## config.mk

```make
export PLATFORM = sky130hd
export DESIGN_NAME = slcsp_top
export DESIGN_NICKNAME = d
export VERILOG_FILES = /design/src/common/slcsp_pkg.sv /design/src/hw/slcsp_fcb_store.sv /design/src/hw/slcsp_sync.sv /design/src/hw/slcsp_top.sv
export SDC_FILE = /design/constraint.sdc
export NUM_CORES = 1
export LEC_CHECK = 0
export BUFFER_PORTS_ARGS = -buffer_cell sky130_fd_sc_hd__buf_4
export CAP_MARGIN = 20
export CORE_MARGIN = 1
export CORE_UTILIZATION = 40
export CTS_CLUSTER_DIAMETER = 200
export CTS_CLUSTER_SIZE = 16
export DETAILED_ROUTE_END_ITERATION = 10
export HOLD_SLACK_MARGIN = 0.03
export SYNTH_ARGS = -nofsm -noshare
export SYNTH_HDL_FRONTEND = slang
export SYNTH_SLANG_ARGS = --single-unit
```

## constraint.sdc

```tcl
create_clock -name clk_i -period 6.4 [get_ports clk_i]
set_clock_uncertainty 0.15 [all_clocks]
set_input_delay 0.96 -clock clk_i [delete_from_list [all_inputs] [get_ports clk_i]]
set_output_delay 0.96 -clock clk_i [all_outputs]
set_load 0.05 [all_outputs]
```

## src/common/slcsp_pkg.sv

```systemverilog
// package: constants and types of the subscriber link codec slave port
package slcsp_pkg;
  // ==========================================
  // link timing
  localparam int CLK_HZ = 20000000;
  localparam int LINK_BIT_RATE = 512000;
  // one link bit in system clock cycles, rounded down
  localparam int LINK_BIT_CYCLES = CLK_HZ / LINK_BIT_RATE;
  localparam logic [3:0] BLOCK_FRAMES = 4'h9;
  // ==========================================
  // frame layout: byte slots 0..7, bits msb first
  localparam logic [2:0] SLOT_VOICE_RX_A = 3'h0;
  localparam logic [2:0] SLOT_VOICE_RX_B = 3'h1;
  localparam logic [2:0] SLOT_FC_RX = 3'h2;
  localparam logic [2:0] SLOT_SIG_RX = 3'h3;
  localparam logic [2:0] SLOT_VOICE_TX_A = 3'h4;
  localparam logic [2:0] SLOT_VOICE_TX_B = 3'h5;
  localparam logic [2:0] SLOT_FC_TX = 3'h6;
  localparam logic [2:0] SLOT_SIG_TX = 3'h7;
  // ==========================================
  // feature control bytes
  localparam int FCB_COUNT = 5;
  localparam logic [2:0] FCB_LAST = 3'h4;
  localparam int FC_F_BIT = 7;
  localparam int FC_WE_BIT = 6;
  localparam int FC_CHSEL_BIT = 0;
  localparam logic [2:0] FCB_IDX_CHSEL = 3'h0;
  localparam logic [2:0] FCB_IDX_ANALOG = 3'h1;
  localparam logic [2:0] FCB_IDX_MODE = 3'h2;
  // analog byte (#2) fields
  localparam int FA_GND_LSB = 0;
  localparam int FA_GAIN6_BIT = 3;
  localparam int FA_TONE_BIT = 4;
  localparam int FA_PDN_BIT = 5;
  // mode byte (#3) fields
  localparam int FM_SECONDARY_INPUT_ENABLE_BIT = 0;
  localparam int FM_RXSCS_BIT = 1;
  localparam int FM_HALF_BIT = 2;
  localparam logic [7:0] FCB_RESET = 8'h00;
  localparam logic [7:0] FCB_ANALOG_RESET = 8'h20;
  // ==========================================
  // wishbone register map (byte addresses)
  localparam logic [7:0] ADDR_STATUS = 8'h00;
  localparam logic [7:0] ADDR_RX_VOICE = 8'h04;
  localparam logic [7:0] ADDR_TX_VOICE = 8'h08;
  localparam logic [7:0] ADDR_TX_SECOND = 8'h0C;
  localparam logic [7:0] ADDR_FCB_BASE = 8'h10;
  localparam logic [7:0] TX_VOICE_RESET = 8'hFF;
  // ==========================================
  // types
  typedef struct packed {
    logic [2:0] balance_ground;
    logic balance_gain_6db;
    logic balance3_or_tone_pin_tone;
    logic tone_inject_enable;
    logic secondary_input_enable;
    logic power_down;
  } slcsp_analog_type;
  typedef struct packed {
    logic configured;
    logic blocked;
    logic selected;
    logic power_down;
    logic strap_b;
  } slcsp_status_type;
  typedef logic [FCB_COUNT-1:0][7:0] slcsp_fcb_type;
endpackage

```

## src/hw/slcsp_fcb_store.sv

```systemverilog
// feature control byte storage
`timescale 1ns/1ns
module slcsp_fcb_store (
  // clock and reset
  input wire logic clk_i,
  input wire logic rst_i,
  // write port
  input wire logic wr_i,
  input wire logic [2:0] wr_idx_i,
  input wire logic [7:0] wr_data_i,
  // contents
  output slcsp_pkg::slcsp_fcb_type fcb_o
);
  import slcsp_pkg::*;
  genvar g;
  generate
    for (g = 0; g < FCB_COUNT; g++) begin : g_byte
      localparam logic [7:0] RST_VAL = (g == 1) ? FCB_ANALOG_RESET : FCB_RESET;
      always_ff @(posedge clk_i) begin
        if (rst_i) begin
          fcb_o[g] <= RST_VAL;
        end else if (wr_i && wr_idx_i == 3'(g)) begin
          fcb_o[g] <= wr_data_i;
        end
      end
    end
  endgenerate
endmodule

```

## src/hw/slcsp_sync.sv

```systemverilog
// two-stage synchronisers with edge detection for link pins
`timescale 1ns/1ns
module slcsp_sync #(
  parameter int W = 3
) (
  // clock and reset
  input wire logic clk_i,
  input wire logic rst_i,
  // raw pins and synchronised view
  input wire logic [W-1:0] pin_i,
  output logic [W-1:0] level_o,
  output logic [W-1:0] rise_o,
  output logic [W-1:0] fall_o
);
  // edges stay masked until the history flop holds a real sample, so a pin
  // that is already high when reset ends is not taken for a fresh edge
  logic [2:0] live_reg;

  always_ff @(posedge clk_i) begin
    if (rst_i) begin
      live_reg <= 3'h0;
    end else begin
      live_reg <= {live_reg[1:0], 1'b1};
    end
  end

  genvar g;
  generate
    for (g = 0; g < W; g++) begin : g_bit
      logic meta_reg;
      logic sync_reg;
      logic last_reg;
      // only sync_reg looks at meta_reg
      always_ff @(posedge clk_i) begin
        if (rst_i) begin
          meta_reg <= 1'b0;
          sync_reg <= 1'b0;
          last_reg <= 1'b0;
        end else begin
          meta_reg <= pin_i[g];
          sync_reg <= meta_reg;
          last_reg <= sync_reg;
        end
      end
      assign level_o[g] = sync_reg;
      assign rise_o[g] = sync_reg & ~last_reg & live_reg[2];
      assign fall_o[g] = ~sync_reg & last_reg & live_reg[2];
    end
  endgenerate
endmodule

```

## src/hw/slcsp_top.sv

```systemverilog
// subscriber link codec slave port: link timing, voice, feature control, slic select
//
// Function
// RQ1 - direction high receives, low enables driver
// RQ2 - 512 kbps bits shifted by link clock
// RQ3 - touch line only in own channel fields
// RQ4 - strap low channel A, high B
// RQ5 - channel A: rx byte 1, tx byte 5
// RQ6 - channel B: rx byte 2, tx byte 6
// RQ7 - feature bytes exchanged only once selected
// RQ8 - select when byte1 lsb equals strap
// RQ9 - stay selected until new framing byte
// RQ10 - header 00 returns select bit byte 7
// RQ11 - high impedance in eighth byte
// RQ12 - ignore signalling data, pulse slic select
// RQ13 - slic select low grants signalling processing
// RQ14 - secondary enable picks secondary sample
// RQ15 - received voice byte made parallel
// RQ16 - feature bits choose balance3 or tone
// RQ17 - any combination of three grounding switches; code holds the third off while the shared pin is in tone mode
// RQ18 - balance path gain 0 or 6 dB
// RQ19 - tone added only when programmed
// RQ20 - framing derived from direction rising edge
// RQ21 - bytes shifted msb first
// RQ22 - framing bit starts/advances, write on complement
// RQ23 - block nine frames, power down, select high
// RQ24 - sample on clock fall, drive on rise
//
// Local design decisions: register access over Wishbone and the register addresses.
`timescale 1ns/1ns
module slcsp_top (
  // clock and reset
  input wire logic clk_i,
  input wire logic rst_i,
  // wishbone slave
  input wire logic wb_cyc_i,
  input wire logic wb_stb_i,
  input wire logic wb_we_i,
  input wire logic [7:0] wb_adr_i,
  input wire logic [3:0] wb_sel_i,
  input wire logic [31:0] wb_dat_i,
  output logic [31:0] wb_dat_o,
  output logic wb_ack_o,
  // link pins
  input wire logic link_clk_i,
  input wire logic link_direction_frame_i,
  input wire logic line_datalink_i,
  output logic line_datalink_o,
  output logic line_datalink_oe_o,
  input wire logic channel_strap_i,
  output logic slic_select_n_o,
  // analog control and voice path
  output slcsp_pkg::slcsp_analog_type analog_o,
  output logic [7:0] rx_voice_o,
  output logic rx_voice_stb_o
);
  import slcsp_pkg::*;

  // ==========================================
  // pin synchronisation
  logic [2:0] pin_lvl;
  logic [2:0] pin_rise;
  logic [2:0] pin_fall;
  logic lclk_rise;
  logic lclk_fall;
  logic dir_lvl;
  logic dir_rise;
  logic din;
  logic [1:0] strap_sync;

  slcsp_sync #(.W(3)) u_sync (
    .clk_i(clk_i),
    .rst_i(rst_i),
    .pin_i({line_datalink_i, link_direction_frame_i, link_clk_i}),
    .level_o(pin_lvl),
    .rise_o(pin_rise),
    .fall_o(pin_fall)
  );

  assign lclk_rise = pin_rise[0];
  assign lclk_fall = pin_fall[0];
  assign dir_lvl = pin_lvl[1];
  assign dir_rise = pin_rise[1];
  assign din = pin_lvl[2];

  // strap is a slow pin but still crosses into this domain
  always_ff @(posedge clk_i) begin
    if (rst_i) begin
      strap_sync <= 2'h0;
    end else begin
      strap_sync <= {strap_sync[0], channel_strap_i};
    end
  end

  logic strap_b;
  assign strap_b = strap_sync[1]; // see RQ4

  // ==========================================
  // frame bit counter
  logic [5:0] bit_cnt_reg;
  logic [2:0] slot;
  logic [2:0] bit_in_byte;
  logic last_bit;

  assign slot = bit_cnt_reg[5:3];
  assign bit_in_byte = bit_cnt_reg[2:0];
  assign last_bit = (bit_in_byte == 3'h7);

  // the counter advances after each sampling edge, so between a fall and
  // the next rise it already names the bit that is about to be driven
  always_ff @(posedge clk_i) begin
    if (rst_i) begin
      bit_cnt_reg <= 6'h00;
    end else if (dir_rise) begin
      bit_cnt_reg <= 6'h00; // see RQ20
    end else if (lclk_fall) begin
      bit_cnt_reg <= bit_cnt_reg + 6'h01; // see RQ2
    end
  end

  // ==========================================
  // power-up blocking of feature control
  logic [3:0] frame_cnt_reg;
  logic blocked;

  assign blocked = (frame_cnt_reg != BLOCK_FRAMES);

  always_ff @(posedge clk_i) begin
    if (rst_i) begin
      frame_cnt_reg <= 4'h0;
    end else if (dir_rise && blocked) begin
      frame_cnt_reg <= frame_cnt_reg + 4'h1; // see RQ23
    end
  end

  // ==========================================
  // receive shifter
  logic [7:0] rx_shift_reg;
  logic [7:0] rx_byte;
  logic rx_sample;
  logic rx_done;

  assign rx_sample = lclk_fall & dir_lvl & ~bit_cnt_reg[5]; // see RQ1 see RQ24
  assign rx_byte = {rx_shift_reg[6:0], din}; // see RQ21
  assign rx_done = rx_sample & last_bit;

  always_ff @(posedge clk_i) begin
    if (rst_i) begin
      rx_shift_reg <= 8'h00;
    end else if (rx_sample) begin
      rx_shift_reg <= rx_byte;
    end
  end

  // voice byte handed over in parallel form
  logic [2:0] rx_voice_slot;
  logic [2:0] tx_voice_slot;

  assign rx_voice_slot = strap_b ? SLOT_VOICE_RX_B : SLOT_VOICE_RX_A; // see RQ5 see RQ6
  assign tx_voice_slot = strap_b ? SLOT_VOICE_TX_B : SLOT_VOICE_TX_A; // see RQ5 see RQ6

  always_ff @(posedge clk_i) begin
    if (rst_i) begin
      rx_voice_o <= 8'h00;
      rx_voice_stb_o <= 1'b0;
    end else begin
      rx_voice_stb_o <= rx_done && slot == rx_voice_slot;
      if (rx_done && slot == rx_voice_slot) begin
        rx_voice_o <= rx_byte; // see RQ15
      end
    end
  end

  // ==========================================
  // feature control receive
  logic selected_reg;
  logic configured_reg;
  logic status_req_reg;
  logic chsel_bit_reg;
  logic [2:0] fc_idx_reg;
  logic fc_take;
  logic fc_f;
  logic fc_we_ok;
  logic fc_match;
  logic fc_wr;
  logic [2:0] fc_wr_idx;
  slcsp_fcb_type fcb;

  assign fc_take = rx_done && slot == SLOT_FC_RX && !blocked; // see RQ23
  assign fc_f = rx_byte[FC_F_BIT];
  assign fc_we_ok = rx_byte[FC_WE_BIT] ^ rx_byte[FC_F_BIT]; // see RQ22
  assign fc_match = (rx_byte[FC_CHSEL_BIT] == strap_b); // see RQ8
  assign fc_wr_idx = fc_f ? fc_idx_reg + 3'h1 : FCB_IDX_CHSEL;
  // a write lands only in a device selected by this or an earlier framing byte
  assign fc_wr = fc_take && fc_we_ok && (fc_f ? selected_reg && fc_idx_reg != FCB_LAST : fc_match); // see RQ7

  always_ff @(posedge clk_i) begin
    if (rst_i) begin
      selected_reg <= 1'b0;
      fc_idx_reg <= 3'h0;
      chsel_bit_reg <= 1'b0;
    end else if (fc_take) begin
      if (!fc_f) begin
        selected_reg <= fc_match; // see RQ9
        fc_idx_reg <= FCB_IDX_CHSEL; // see RQ22
        chsel_bit_reg <= rx_byte[FC_CHSEL_BIT];
      end else if (fc_idx_reg != FCB_LAST) begin
        fc_idx_reg <= fc_idx_reg + 3'h1; // see RQ22
      end
    end
  end

  // status answer only in the frame that asked for it
  always_ff @(posedge clk_i) begin
    if (rst_i || dir_rise) begin
      status_req_reg <= 1'b0;
    end else if (fc_take) begin
      status_req_reg <= (rx_byte[FC_F_BIT:FC_WE_BIT] == 2'b00); // see RQ10
    end
  end

  always_ff @(posedge clk_i) begin
    if (rst_i) begin
      configured_reg <= 1'b0;
    end else if (fc_wr && fc_wr_idx == FCB_IDX_CHSEL) begin
      configured_reg <= 1'b1; // see RQ23
    end
  end

  slcsp_fcb_store u_fcb (
    .clk_i(clk_i),
    .rst_i(rst_i),
    .wr_i(fc_wr),
    .wr_idx_i(fc_wr_idx),
    .wr_data_i(rx_byte),
    .fcb_o(fcb)
  );

  // ==========================================
  // analog control decode
  logic tone_mode;
  logic [2:0] gnd_raw;
  assign tone_mode = fcb[FCB_IDX_ANALOG][FA_TONE_BIT];
  assign gnd_raw = fcb[FCB_IDX_ANALOG][FA_GND_LSB +: 3];

  always_ff @(posedge clk_i) begin
    if (rst_i) begin
      analog_o <= '0;
      analog_o.power_down <= 1'b1;
    end else begin
      // third switch only exists while the shared pin is a balance input
      analog_o.balance_ground <= {gnd_raw[2] & ~tone_mode, gnd_raw[1:0]}; // see RQ17 see RQ16
      analog_o.balance_gain_6db <= fcb[FCB_IDX_ANALOG][FA_GAIN6_BIT]; // see RQ18
      analog_o.balance3_or_tone_pin_tone <= tone_mode; // see RQ16
      analog_o.tone_inject_enable <= tone_mode; // see RQ19
      analog_o.secondary_input_enable <= fcb[FCB_IDX_MODE][FM_SECONDARY_INPUT_ENABLE_BIT]; // see RQ14
      analog_o.power_down <= fcb[FCB_IDX_ANALOG][FA_PDN_BIT]; // see RQ23
    end
  end

  // ==========================================
  // transmit path
  logic [7:0] tx_voice_reg;
  logic [7:0] tx_second_reg;
  logic [7:0] tx_fc_byte;
  logic [7:0] tx_byte;
  logic drive_slot;
  logic line_oe_reg;

  assign tx_fc_byte = status_req_reg ? {7'h00, chsel_bit_reg} : fcb[fc_idx_reg]; // see RQ10

  always_comb begin
    tx_byte = 8'h00;
    drive_slot = 1'b0;
    if (slot == tx_voice_slot) begin
      // switches immediately: the next voice byte already uses the new source
      tx_byte = fcb[FCB_IDX_MODE][FM_SECONDARY_INPUT_ENABLE_BIT] ? tx_second_reg : tx_voice_reg; // see RQ14
      drive_slot = 1'b1; // see RQ3
    end else if (slot == SLOT_FC_TX) begin
      tx_byte = tx_fc_byte;
      drive_slot = selected_reg & ~blocked; // see RQ7
    end
    // signalling slot and other channel fall through undriven
  end

  always_ff @(posedge clk_i) begin
    if (rst_i || dir_rise) begin
      line_datalink_o <= 1'b0;
      line_oe_reg <= 1'b0;
    end else if (lclk_rise && bit_cnt_reg[5]) begin
      line_datalink_o <= tx_byte[3'h7 - bit_in_byte]; // see RQ21 see RQ24
      line_oe_reg <= drive_slot && slot != SLOT_SIG_TX; // see RQ11
    end
  end

  assign line_datalink_oe_o = line_oe_reg & ~dir_lvl; // see RQ1

  // ==========================================
  // slic select
  logic scs_rx;
  logic scs_tx;
  logic half_mode;
  assign half_mode = fcb[FCB_IDX_MODE][FM_HALF_BIT];
  assign scs_rx = dir_lvl && slot == SLOT_SIG_RX && selected_reg && fcb[FCB_IDX_MODE][FM_RXSCS_BIT];
  // half mode lets both channels' slics share the one transmit slot
  assign scs_tx = !dir_lvl && slot == SLOT_SIG_TX &&
                  (half_mode ? (bit_in_byte[2] ^ strap_b) : selected_reg);

  always_ff @(posedge clk_i) begin
    if (rst_i) begin
      slic_select_n_o <= 1'b1;
    end else begin
      slic_select_n_o <= ~(configured_reg && (scs_rx || scs_tx)); // see RQ12 see RQ13 see RQ23
    end
  end

  // ==========================================
  // wishbone slave
  logic wb_req;
  logic [7:0] fcb_off;
  slcsp_status_type status;

  assign wb_req = wb_cyc_i & wb_stb_i & ~wb_ack_o;
  assign fcb_off = wb_adr_i - ADDR_FCB_BASE;
  assign status = '{configured: configured_reg, blocked: blocked, selected: selected_reg,
                    power_down: analog_o.power_down, strap_b: strap_b};

  always_ff @(posedge clk_i) begin
    if (rst_i) begin
      wb_ack_o <= 1'b0;
    end else begin
      wb_ack_o <= wb_req;
    end
  end

  always_ff @(posedge clk_i) begin
    if (rst_i) begin
      tx_voice_reg <= TX_VOICE_RESET;
      tx_second_reg <= TX_VOICE_RESET;
    end else if (wb_req && wb_we_i && wb_sel_i[0]) begin
      if (wb_adr_i == ADDR_TX_VOICE) begin
        tx_voice_reg <= wb_dat_i[7:0];
      end
      if (wb_adr_i == ADDR_TX_SECOND) begin
        tx_second_reg <= wb_dat_i[7:0];
      end
    end
  end

  always_ff @(posedge clk_i) begin
    if (rst_i) begin
      wb_dat_o <= 32'h00000000;
    end else if (wb_req) begin
      wb_dat_o <= 32'h00000000;
      if (wb_adr_i == ADDR_STATUS) begin
        wb_dat_o <= {27'h0000000, status};
      end else if (wb_adr_i == ADDR_RX_VOICE) begin
        wb_dat_o <= {24'h000000, rx_voice_o};
      end else if (wb_adr_i == ADDR_TX_VOICE) begin
        wb_dat_o <= {24'h000000, tx_voice_reg};
      end else if (wb_adr_i == ADDR_TX_SECOND) begin
        wb_dat_o <= {24'h000000, tx_second_reg};
      end else if (wb_adr_i[1:0] == 2'h0 && wb_adr_i >= ADDR_FCB_BASE && fcb_off[7:2] < 6'(FCB_COUNT)) begin
        wb_dat_o <= {24'h000000, fcb[fcb_off[4:2]]};
      end
    end
  end
endmodule
```

# == Word-level counts from Yosys, hierarchy flattened ==
# Cells that the tools add are included.
# word_totals
reg_bits,145
latch_bits,0
ram_bits,0
rom_bits,0
inputBits,53
output_inout_bits,53
wordCells,155
mem_count,0
# classes
n_addsub,5
multipliers,0
n_div,0
order_cmp,5
n_eq_ne,19
shifts,0
n_mux,25
bitwise_logic,26
n_reduce_logical,37
# ops
op,n
2-to-1 mux 8 bit,11
binary-select mux 8 bit (select 3 bit),2
logical AND 1 bit,24
"equality test 8 x 4 -> 1 bit, second input constant",2
AND 1 bit,14
"equality test 3 x 2 -> 1 bit, second input constant",4
"equality test 3 bit, second input constant",4
"less-than comparator 3 x 4 -> 1 bit, second input constant",3
inverter 1 bit,10
2-to-1 mux 3 bit,3
"equality test 8 x 3 -> 1 bit, second input constant",1
"greater-or-equal comparator 8 x 5 -> 1 bit, second input constant",1
zero test 8 bit,1
2-to-1 mux 1 bit,8
AND reduction 2 bit,4
"subtractor 8 x 5 -> 8 bit, second input constant",1
"adder 6 x 1 -> 6 bit, second input constant",1
"less-than comparator 6 x 3 -> 1 bit, second input constant",1
"!= test 3 bit, second input constant",2
"adder 4 x 1 -> 4 bit, second input constant",1
zero test 2 bit,2
"!= test 4 bit, second input constant",1
"adder 3 x 1 -> 3 bit, second input constant",1
binary-select mux 1 bit (select 3 bit),1
11 further kinds,14

# == Longest topological paths before layout ==
# Gate-level depths: netlist of the first run.
# logic_depth
word_depth,11
depth_mapped,9
ltp_nobuf,7

# == Cells and area by module ==
# Synthesis of the first run repeated with hierarchy kept, for this count alone.
# unflattened
hier_cells,669
area_unflattened_um2,6361.1
# modules_own_cells
module,n_inst,cells_per_inst,area_each_um2,seq_area_each_um2
slcsp_top,1,489,4297.9,1401.3
slcsp_fcb_store,1,146,1626.6,800.8
slcsp_sync,1,34,436.7,240.2

# == Worst setup path before layout of the first run ==
# No wires, ideal clock.
# synth_path
path_type,in2reg
startpoint,in wb_adr_i[4]
endpoint,reg wb_dat_o[7]
setup_time_ps,86
t_arrival_ps,2746
required_time_ps,6164
slack_ps,3418
path_stages,8
n_path_buf,1
path_cell_list,clkbuf_1 inv_1 ha_1 xor2_1 a2111oi_0 o2111a_1 o221ai_1 a211oi_1
# synth_via
elab_chain_cells,8
elab_cells_between_ends,16
cone_classes,add/sub (1); order compare (2); eq/ne (3); mux (7); reduce/logical (3)
# synth_rtl
item,line_no,text
start: declaration,slcsp_top.sv:39,"input wire logic [7:0] wb_adr_i,"
subtractor 8 x 5 -> 8 bit or greater-or-equal comparator 8 x 5 -> 1 bit (tied branches),"slcsp_top.sv:324, slcsp_top.sv:363",
less-than comparator 6 x 3 -> 1 bit (tied with other cells),slcsp_top.sv:363,end else if (wb_adr_i[1:0] == 2'h0 && wb_adr_i >= ADDR_FCB_BASE && fcb_off[7:2] < 6'(FCB_COUNT)) begin
logical AND 1 bit or 2-to-1 mux 8 bit (tied branches),"slcsp_top.sv:363, slcsp_top.sv:364",
2-to-1 mux 8 bit,slcsp_top.sv:363,
2-to-1 mux 8 bit,slcsp_top.sv:361,end else if (wb_adr_i == ADDR_TX_SECOND) begin
2-to-1 mux 8 bit,slcsp_top.sv:359,end else if (wb_adr_i == ADDR_TX_VOICE) begin
2-to-1 mux 8 bit,slcsp_top.sv:357,end else if (wb_adr_i == ADDR_RX_VOICE) begin
2-to-1 mux 8 bit *,slcsp_top.sv:355,if (wb_adr_i == ADDR_STATUS) begin
end signal: assignment,slcsp_top.sv:356,"wb_dat_o <= {27'h0000000, status};"
end signal: assignment,slcsp_top.sv:358,"wb_dat_o <= {24'h000000, rx_voice_o};"
end signal: assignment,slcsp_top.sv:360,"wb_dat_o <= {24'h000000, tx_voice_reg};"
end: declaration,slcsp_top.sv:42,"output logic [31:0] wb_dat_o,"
# Every way passes the cells marked *; elsewhere a longest branch is shown, timed or not. The select of a mux whose other input is x is not followed.
# A chain may end at the register's enable or synchronous reset.

# == Final worst setup path of the first run ==
# layout_path
startpoint,reg bit_cnt_reg[0]
endpoint,reg u_fcb.fcb_o[6] in the netlist's numbering
# layout_via
elab_chain_cells,7
# layout_rtl
item,line_no,text
start: declaration,slcsp_top.sv:100,logic [5:0] bit_cnt_reg;
start signal: assignment,slcsp_top.sv:117,bit_cnt_reg <= bit_cnt_reg + 6'h01;
equality test 3 bit,slcsp_top.sv:107,assign last_bit = (bit_in_byte == 3'h7);
AND 1 bit,slcsp_top.sv:145,assign rx_done = rx_sample & last_bit;
logical AND 1 bit (2 in series),slcsp_top.sv:189,assign fc_take = rx_done && slot == SLOT_FC_RX && !blocked;
logical AND 1 bit (2 in series),slcsp_top.sv:195,assign fc_wr = fc_take && fc_we_ok && (fc_f ? selected_reg && fc_idx_reg != FCB_LAST : fc_match);
logical AND 1 bit,slcsp_fcb_store.sv:22,end else if (wr_i && wr_idx_i == 3'(g)) begin
end signal: indexed assignment,slcsp_fcb_store.sv:23,fcb_o[g] <= wr_data_i;
end: declaration,slcsp_fcb_store.sv:12,output slcsp_pkg::slcsp_fcb_type fcb_o
# Every way passes these cells.

==> results of run 1 <==
kinds of logic (layout without fill, tap and decap cells):
logic type / count (synthesis) / count (layout) / share of synthesized area
simple gates: 207 / 207 / 0.170
xor+xnor: 11 / 11 / 0.0157
mux: 113 / 113 / 0.211
buf+inv: 90 / 106 / 0.0759
flops: 121 / 121 / 0.395
fa+ha+maj: 10 / 10 / 0.0204
compound gates: 105 / 105 / 0.112
other cells: 1 / 24 / 0.000611
power breakdown:
| part | switching (W) | total (W) | internal (W) |
|---|---|---|---|
| combinational | 0.0000821 | 0.000113 | 0.0000311 |
| clock | 0.000333 | 0.000981 | 0.000648 |
| sequential | 0.00000427 | 0.000764 | 0.000760 |
placed cells by master (no fill, tap or decap), drive strengths merged, types with 4 or more instances in the layout:
cell type and n:
nand4 7, xnor2 5, a21oi 26, nor2 75, mux2i 92, conb 24
nand2 45, inv 15, a211oi 10, dfxtp 121, nand3b 5, a22oi 5
nand3 13, a22o 4, nor2b 19, o22ai 11, clkbuf 23, mux4 12
nor3 10, xor2 6, ha 10, or4 5, nand2b 7, o21ai 22
buf 59, clkinv 5, mux2 9, nor4 4
per-stage QoR:
step                hold slack, ns  utilization  cell area, µm²  setup slack, ns
floorplan                    0.264            -            6220             3.42
global placement             0.272        0.440            6490             2.74
detailed placement           0.279        0.441            6500             2.98
CTS                          0.292        0.482            7110             3.15
global route                 0.309        0.482            7110             3.02
finish                       0.287        0.482            7110             3.20
cell usage after synthesis, types with 3 or more instances:
library cell and instances:
buf_4 25, and2_1 3, inv_1 15, a21oi_1 26, xor2_1 6, nand3b_1 4
a2111oi_0 3, mux2i_1 92, a211oi_1 10, o221ai_1 3, nor3_1 9, o22ai_1 11
mux2_2 9, mux4_2 12, buf_2 3, a311oi_1 3, nor2b_1 19, nand4_1 7
a22o_1 4, nand2_1 45, or4_4 3, xnor2_1 5, nor3b_1 3, o22a_1 3
clkbuf_1 38, a22oi_1 5, nor2_1 75, buf_1 4, nand3_1 13, dfxtp_1 121
o21ai_0 22, ha_1 10, buf_6 4, nand2b_1 7
layout make-up:
class                   instances  area share
multi-input cells             470       0.471
clock inverters                 8      0.0165
clock buffers                  23      0.0687
inverters                      16     0.00845
flip-flops and latches        121       0.341
well taps                     184      0.0324
repair buffers                 59      0.0623
worst max-delay path by stage:
stage	startpoint	endpoint	slack [ns]	cells after the start
floorplan	wb_adr_i[4]	wb_dat_o[7]	3.42	8
global placement	wb_adr_i[4]	tx_second_reg[1]	2.74	7
detailed placement	wb_adr_i[4]	tx_voice_reg[0]	2.98	7
CTS	bit_cnt_reg[0]	u_fcb.fcb_o[6]	3.15	8
global route	bit_cnt_reg[1]	u_fcb.fcb_o[4]	3.02	7
finish	bit_cnt_reg[0]	u_fcb.fcb_o[6]	3.20	8
worst max-delay path, cell delays in order, from the launching register on:
cell and delay, ns:
dfxtp_1 0.31, buf_4 0.31, ha_1 0.25, ha_1 0.19, nand3b_4 0.10, nor4_2 0.54
nand4_1 0.74, mux2i_1 0.39, nor2_1 0.07
metal layers:
metal,vias up,global-route usage
li1,2336,-
met1,2353,0.274
met2,163,0.327
met3,20,0.0607
met4,0,0.0695
met5,-,0
==> impl_results.md, run 1 <==
* Status: complete, no violations
* Drt drc at 0
* Arr. time, crit path at 3.33 ns
* CTS Buf Count at 17
* Wire length on met1 at approximately 7300 µm
* RSZ-0062 raised after global routing: no
* Vias per cell at 5.53
* Min Tclk post-route at 3.20 ns
* FF-to-FF setup slack at 3.20 ns
* First-pass GRT wire length at ~25000 µm
* Drt total wl at 15800 µm
* Die Wd at between 100 and 150 µm
* Tcrit/Tclk final at 0.501
* CTS resizes at 0
* Gr usage total at 0.208
* CTS Sinks at 121
* Row count at 44
* Leakage at 2.96 nW
* Final setup viols at 0
* Share of cells above drive strength 1 at 0.175
* Actual slew at the worst max-slew pin at 0.947 ns
* Initial core utilization at 0.416
* Clk slew on worst S/H paths at 0.05 ns
* Root Buffer: clkbuf_16
* Synth top area cells: dfxtp_1 (39%), mux2i_1 (15%), nor2_1 (4.6%)
* Synth cell types at 61
* Final Net Count at ~750
* Dpl hpwl at approximately 11000 µm
* Inst Count DP at 850
* Max-slew violations at 0
* Clock latency on the worst-skew pair at 0.42 ns
* DR vias at approximately 4900
* CP Data Required Time at 6.53 ns
* IO Port Bufs at 54
* Register bit total from synthesis at 121
* CTS max path bufs at 2
* Area of the mapped netlist at around 6100 µm²
* Die area at 15800 µm²
* Fillers at 1397
* VDD IR max at 0.000199 V
* Hold Crit Depth at 1
* Core Box Area at 14800 µm²
* Reg2reg end: u_fcb.fcb_o[6]
* Reg2reg start: bit_cnt_reg[0]
* Highest metal used: met4
* Seq/Total Area, Yosys at 0.395
* Power per cell area at about 260 nW/µm²
* # Max-Cap Violations at 0
* Worst hold start: u_sync.g_bit[2].meta_reg
* Critical path peak fanout at 20
* CTS tree: built
* Max reg flops at 40
* Main flop type after synthesis: dfxtp_1
* Area of the multi-input gates at 3350 µm²
* Initial antenna violation count at 0
* Slew HR at 0.366
* Pin count of the biggest net entering global routing at 77
* Initial DRC count at ~330
* # hold bufs at CTS at 0
* Final cell count without fillers at 881
* Hold Path End: u_sync.g_bit[2].sync_reg
* Worst min path class: flip-flop to flip-flop
* Setup TNS at 0 ns
* Met3 WL at 940 µm
* Detail Route Antenna Nets at 0
* Area Growth Syn to Fin at 15.8%
* Met2 wire length at between 7000 and 8000 µm
* Synth area leader: dfxtp_1
* Crit path capture type: flip-flop
* Gate Count Post-Synth at 658
* Crit Path Category: flip-flop to flip-flop
* Peak Freq at between 300 and 400 MHz
* Register name with the most flops: u_fcb.fcb_o
* Setup crit start kind: flip-flop
* # diodes at 0
* Fraction of registers with async set or reset after synthesis at 0
* Register Area at approximately 2400 µm²
* Post-synth EDFFs at 0
* Top-area cell type share of the netlist area at 0.395
* DRT Pass-1 Iters at 5
* Post-Syn Area per Cell at 9.33 µm²
* Number of global-route vias before repair at 4583
* H-tree Lvls at 4
* GPL Wtd Cong at 0.917
* Yosys warns at 0
* Routed WL per cell at between 15 and 20 µm
* Total gr overflow at 0
* Setup Fix Bufs, Post-CTS at 0
* Overall power at 0.00186 W
* Hold Vio Cnt, Final at 0
* Die Y at approximately 130 µm
* R2R depth at 8
* Number of I/O pins at 106
Power figures use the tool's default switching activity.
==> run 2: changes to the inputs <==
--- a/config.mk
+++ b/config.mk
@@ -5,6 +5,7 @@
 export SDC_FILE = /design/constraint.sdc
 export NUM_CORES = 1
 export LEC_CHECK = 0
+export ABC_AREA = 1
 export BUFFER_PORTS_ARGS = -buffer_cell sky130_fd_sc_hd__buf_4
 export CAP_MARGIN = 20
 export CORE_MARGIN = 1
==> constraint.sdc (replaced) <==
create_clock -name clk_i -period 3.24 [get_ports clk_i]
set_clock_uncertainty 0.15 [all_clocks]
set_input_delay 0.486 -clock clk_i [delete_from_list [all_inputs] [get_ports clk_i]]
set_output_delay 0.486 -clock clk_i [all_outputs]
set_load 0.05 [all_outputs]
==> impl_results.md, run 2 <==
* Setup Fix Bufs, Post-CTS at 0 (unchanged)
* Crit path max-delay cell type: nand4_2 (was nand4_1)
* Post-synth EDFFs at 0 (unchanged)
* Reg2reg end: u_fcb.fcb_o[16] (was u_fcb.fcb_o[6])
* Most frequent cells in the layout: nand2_1 (183), dfxtp_1 (121), inv_1 (117) (was dfxtp_1 (121), mux2i_1 (92), nor2_1 (75))
* CTS max path bufs at 2 (unchanged)
* Slew HR at 0.409 (was 0.366)
* GPL Wtd Cong at 0.856 (was 0.917)
* CTS resizes at 0 (unchanged)
* Total gr overflow at 0 (unchanged)
* Tcrit/Tclk final at 0.759 (was 0.501)
* RSZ-0062 raised after global routing: no (unchanged)
* Final cell count without fillers at 1126 (was 881)
* Area of the mapped netlist at 6160 µm² (was 6140 µm²)
* Die Y at 126 µm (about the same)
* Most common cell after layout, fill and taps aside: nand2_1 (was dfxtp_1)
* Drt total wl at 16800 µm (was 15800 µm)
* Min Tclk post-route at 2.46 ns (was 3.20 ns)
* Top-area cell type share of the netlist area at 0.393 (was 0.395)
* Row count at 45 (was 44)
* Routed WL per cell at 14.9 µm (was 17.9 µm)
* Critical path peak fanout at 19 (was 20)
* Synth cell types at 43 (was 61)
* Overall power at 0.00375 W (was 0.00186 W)
* Hold Crit Depth at 3 (was 1)
* Clock latency on the worst-skew pair at 0.42 ns (about the same)
* Synth area leader: dfxtp_1 (unchanged)
* Hold Path End: u_sync.g_bit[2].meta_reg (was u_sync.g_bit[2].sync_reg)
* Yosys warns at 0 (unchanged)
* Post-Syn Area per Cell at 7.04 µm² (was 9.33 µm²)
* Area fraction in compound gates after synthesis at 0.197 (was 0.112)
* Die area at 15900 µm² (was 15800 µm²)
* Status: complete, no violations (unchanged)
* DRT Pass-1 Iters at 6 (was 5)
* Pin count of the biggest net entering global routing at 70 (was 77)
* Seq/Total Area, Yosys at 0.393 (was 0.395)
* Crit path capture type: flip-flop (unchanged)
* # diodes at 0 (unchanged)
* FF-to-FF setup slack at 0.78 ns (was 3.20 ns)
* Core Box Area at 15100 µm² (was 14800 µm²)
* Crit Path Category: flip-flop to flip-flop (unchanged)
* CP max stage delay at 0.48 ns (was 0.74 ns)
* Setup crit start kind: flip-flop (unchanged)
* Final setup viols at 0 (unchanged)
* Actual slew at the worst max-slew pin at 0.887 ns (was 0.947 ns)
* R2R depth at 8 (unchanged)
* Setup TNS at 0 ns (unchanged)
* Crit-path leading delay family: simple AND/OR/NAND/NOR gates (unchanged)
* Synth Area in Simple Gates at 0.254 (was 0.170)
* VDD IR max at 0.000399 V (was 0.000199 V)
* Vias per cell at 4.99 (was 5.53)
* Hold Vio Cnt, Final at 0 (unchanged)
* Reg2reg start: fc_idx_reg[0] (was bit_cnt_reg[0])
* Main flop type after synthesis: dfxtp_1 (unchanged)
* Post-synthesis adder-cell area fraction at 0.0203 (was 0.0204)
* Synth top area cells: dfxtp_1 (39%), nand2_1 (11%), inv_1 (7.1%) (was dfxtp_1 (39%), mux2i_1 (15%), nor2_1 (4.6%))
* Peak Freq at 407 MHz (was 312 MHz)
* Xor and xnor area share after synthesis at 0.00142 (was 0.0157)
* Fraction of registers with async set or reset after synthesis at 0 (unchanged)
* Area Growth Syn to Fin at 18.1% (was 15.8%)
* Max reg flops at 40 (unchanged)
* Multiplexer share of the synthesized area at 0 (was 0.211)
* Die Wd at 126 µm (about the same)
* H-tree Lvls at 4 (unchanged)
* CP Data Required Time at 3.41 ns (was 6.53 ns)
* Gate Count Post-Synth at 875 (was 658)
* Register bit total from synthesis at 121 (unchanged)
* Initial DRC count at 480 (was 332)
* DR vias at 5623 (was 4872)
* Synth cell count leaders: nand2_1 (183), dfxtp_1 (121), inv_1 (117) (was dfxtp_1 (121), mux2i_1 (92), nor2_1 (75))
* Largest family of logic cells by synthesized area: simple AND/OR/NAND/NOR gates (was multiplexers)
* Arr. time, crit path at 2.63 ns (was 3.33 ns)
* CTS Sinks at 121 (unchanged)
* Root Buffer: clkbuf_16 (unchanged)
* Clk slew on worst S/H paths at 0.06 ns (was 0.05 ns)
* IO Port Bufs at 54 (unchanged)
* Share of cells above drive strength 1 at 0.146 (was 0.175)
* Initial antenna violation count at 0 (unchanged)
* Power per cell area at 516 nW/µm² (was 261 nW/µm²)
* Final Core Density at 0.481 (was 0.482)
* Register name with the most flops: u_fcb.fcb_o (unchanged)
* Number of global-route vias before repair at 5056 (was 4583)
* CTS Buf Count at 17 (unchanged)
* Max-slew violations at 0 (unchanged)
* # Max-Cap Violations at 0 (unchanged)
* Fillers at 1540 (was 1397)
* Worst min path class: primary input to flip-flop (was flip-flop to flip-flop)
* Area of the multi-input gates at 3010 µm² (was 3350 µm²)
* Gr usage total at 0.220 (was 0.208)
* Detail Route Antenna Nets at 0 (unchanged)
* Leakage at 3.36 nW (was 2.96 nW)
* Number of I/O pins at 106 (unchanged)
* Worst Path Buf+Inv at 2 (was 1)
* Register Area at 2420 µm² (unchanged)
* Initial core utilization at 0.407 (was 0.416)
* First-pass GRT wire length at 26700 µm (was 25300 µm)
* # hold bufs at CTS at 0 (unchanged)
* Top-count cell post-synth: nand2_1 (was dfxtp_1)
* Inst Count DP at 1095 (was 850)
* Dpl hpwl at 11900 µm (was 10900 µm)
* Drt drc at 0 (unchanged)
* Hold_ws at 0.112 ns (was 0.287 ns)
* Final Net Count at 989 (was 748)
* CTS tree: built (unchanged)
* Worst hold start: line_datalink_i (was u_sync.g_bit[2].meta_reg)
* CP Cell Sequence: clkinv_1, buf_4, ha_1, nand2_1, a21oi_1, nor2_2, nand4_2, a211oi_1 (was buf_4, ha_1, ha_1, nand3b_4, nor4_2, nand4_1, mux2i_1, nor2_1)
==> run 2: cell type report <==
class,instances,share of cell area
repair buffers,69,0.0712
clock inverters,11,0.0234
inverters,125,0.0645
flip-flops and latches,121,0.333
clock buffers,20,0.0627
well taps,188,0.0323
multi-input cells,592,0.413
==> run 2: power by group <==
part / switching, W / internal, W / total [W]
Combinational: 0.000173 / 0.0000537 / 0.000226
Sequential: 0.00000842 / 0.00150 / 0.00151
Clock: 0.000694 / 0.00132 / 0.00202
Total: 0.000875 / 0.00288 / 0.00375
==> run 2: logic make-up after synthesis <==
| group | Yosys count |
|---|---|
| DFF | 121 |
| buffers and inverters | 185 |
| xor gates and xnor gates | 1 |
| other | 1 |
| AOI/OAI and AO/OA | 195 |
| and+or+nand+nor | 362 |
| adders and majority gates | 10 |
==> run 2: layer usage <==
layer / GRT usage / vias to the layer above / part of all wire
met3: 0.0493 / 15 / 0.053
li1: - / 2901 / -
met4: 0.0666 / 0 / 0.012
met1: 0.297 / 2569 / 0.47
met5: 0 / - / 0
met2: 0.349 / 138 / 0.46
==> run 2: how the worst max path moves through the flow <==
stage | cells past startpoint | startpoint | endpoint
CTS | 8 | fc_idx_reg[0] | u_fcb.fcb_o[16]
finish | 8 | fc_idx_reg[0] | u_fcb.fcb_o[16]
detailed placement | 14 | wb_adr_i[4] | wb_dat_o[0]
global placement | 14 | wb_adr_i[4] | wb_dat_o[0]
global route | 9 | fc_idx_reg[0] | u_fcb.fcb_o[21]
floorplan | 13 | fc_idx_reg[0] | u_fcb.fcb_o[6]
==> run 2: worst min-delay path, stage by stage <==
cell	delay [ns]
buf_4	0.07
inv_1	0.03
nor2_1	0.06
==> run 2: per-stage QoR <==
| step | setup WS, ns | area (µm²) |
|---|---|---|
| final | 0.781 | 7280 |
| after global routing | 0.605 | 7280 |
| after CTS | 0.819 | 7280 |
| after detailed placement | 0.481 | 6650 |
| after global placement | 0.536 | 6650 |
| after floorplan | 0.979 | 6250 |
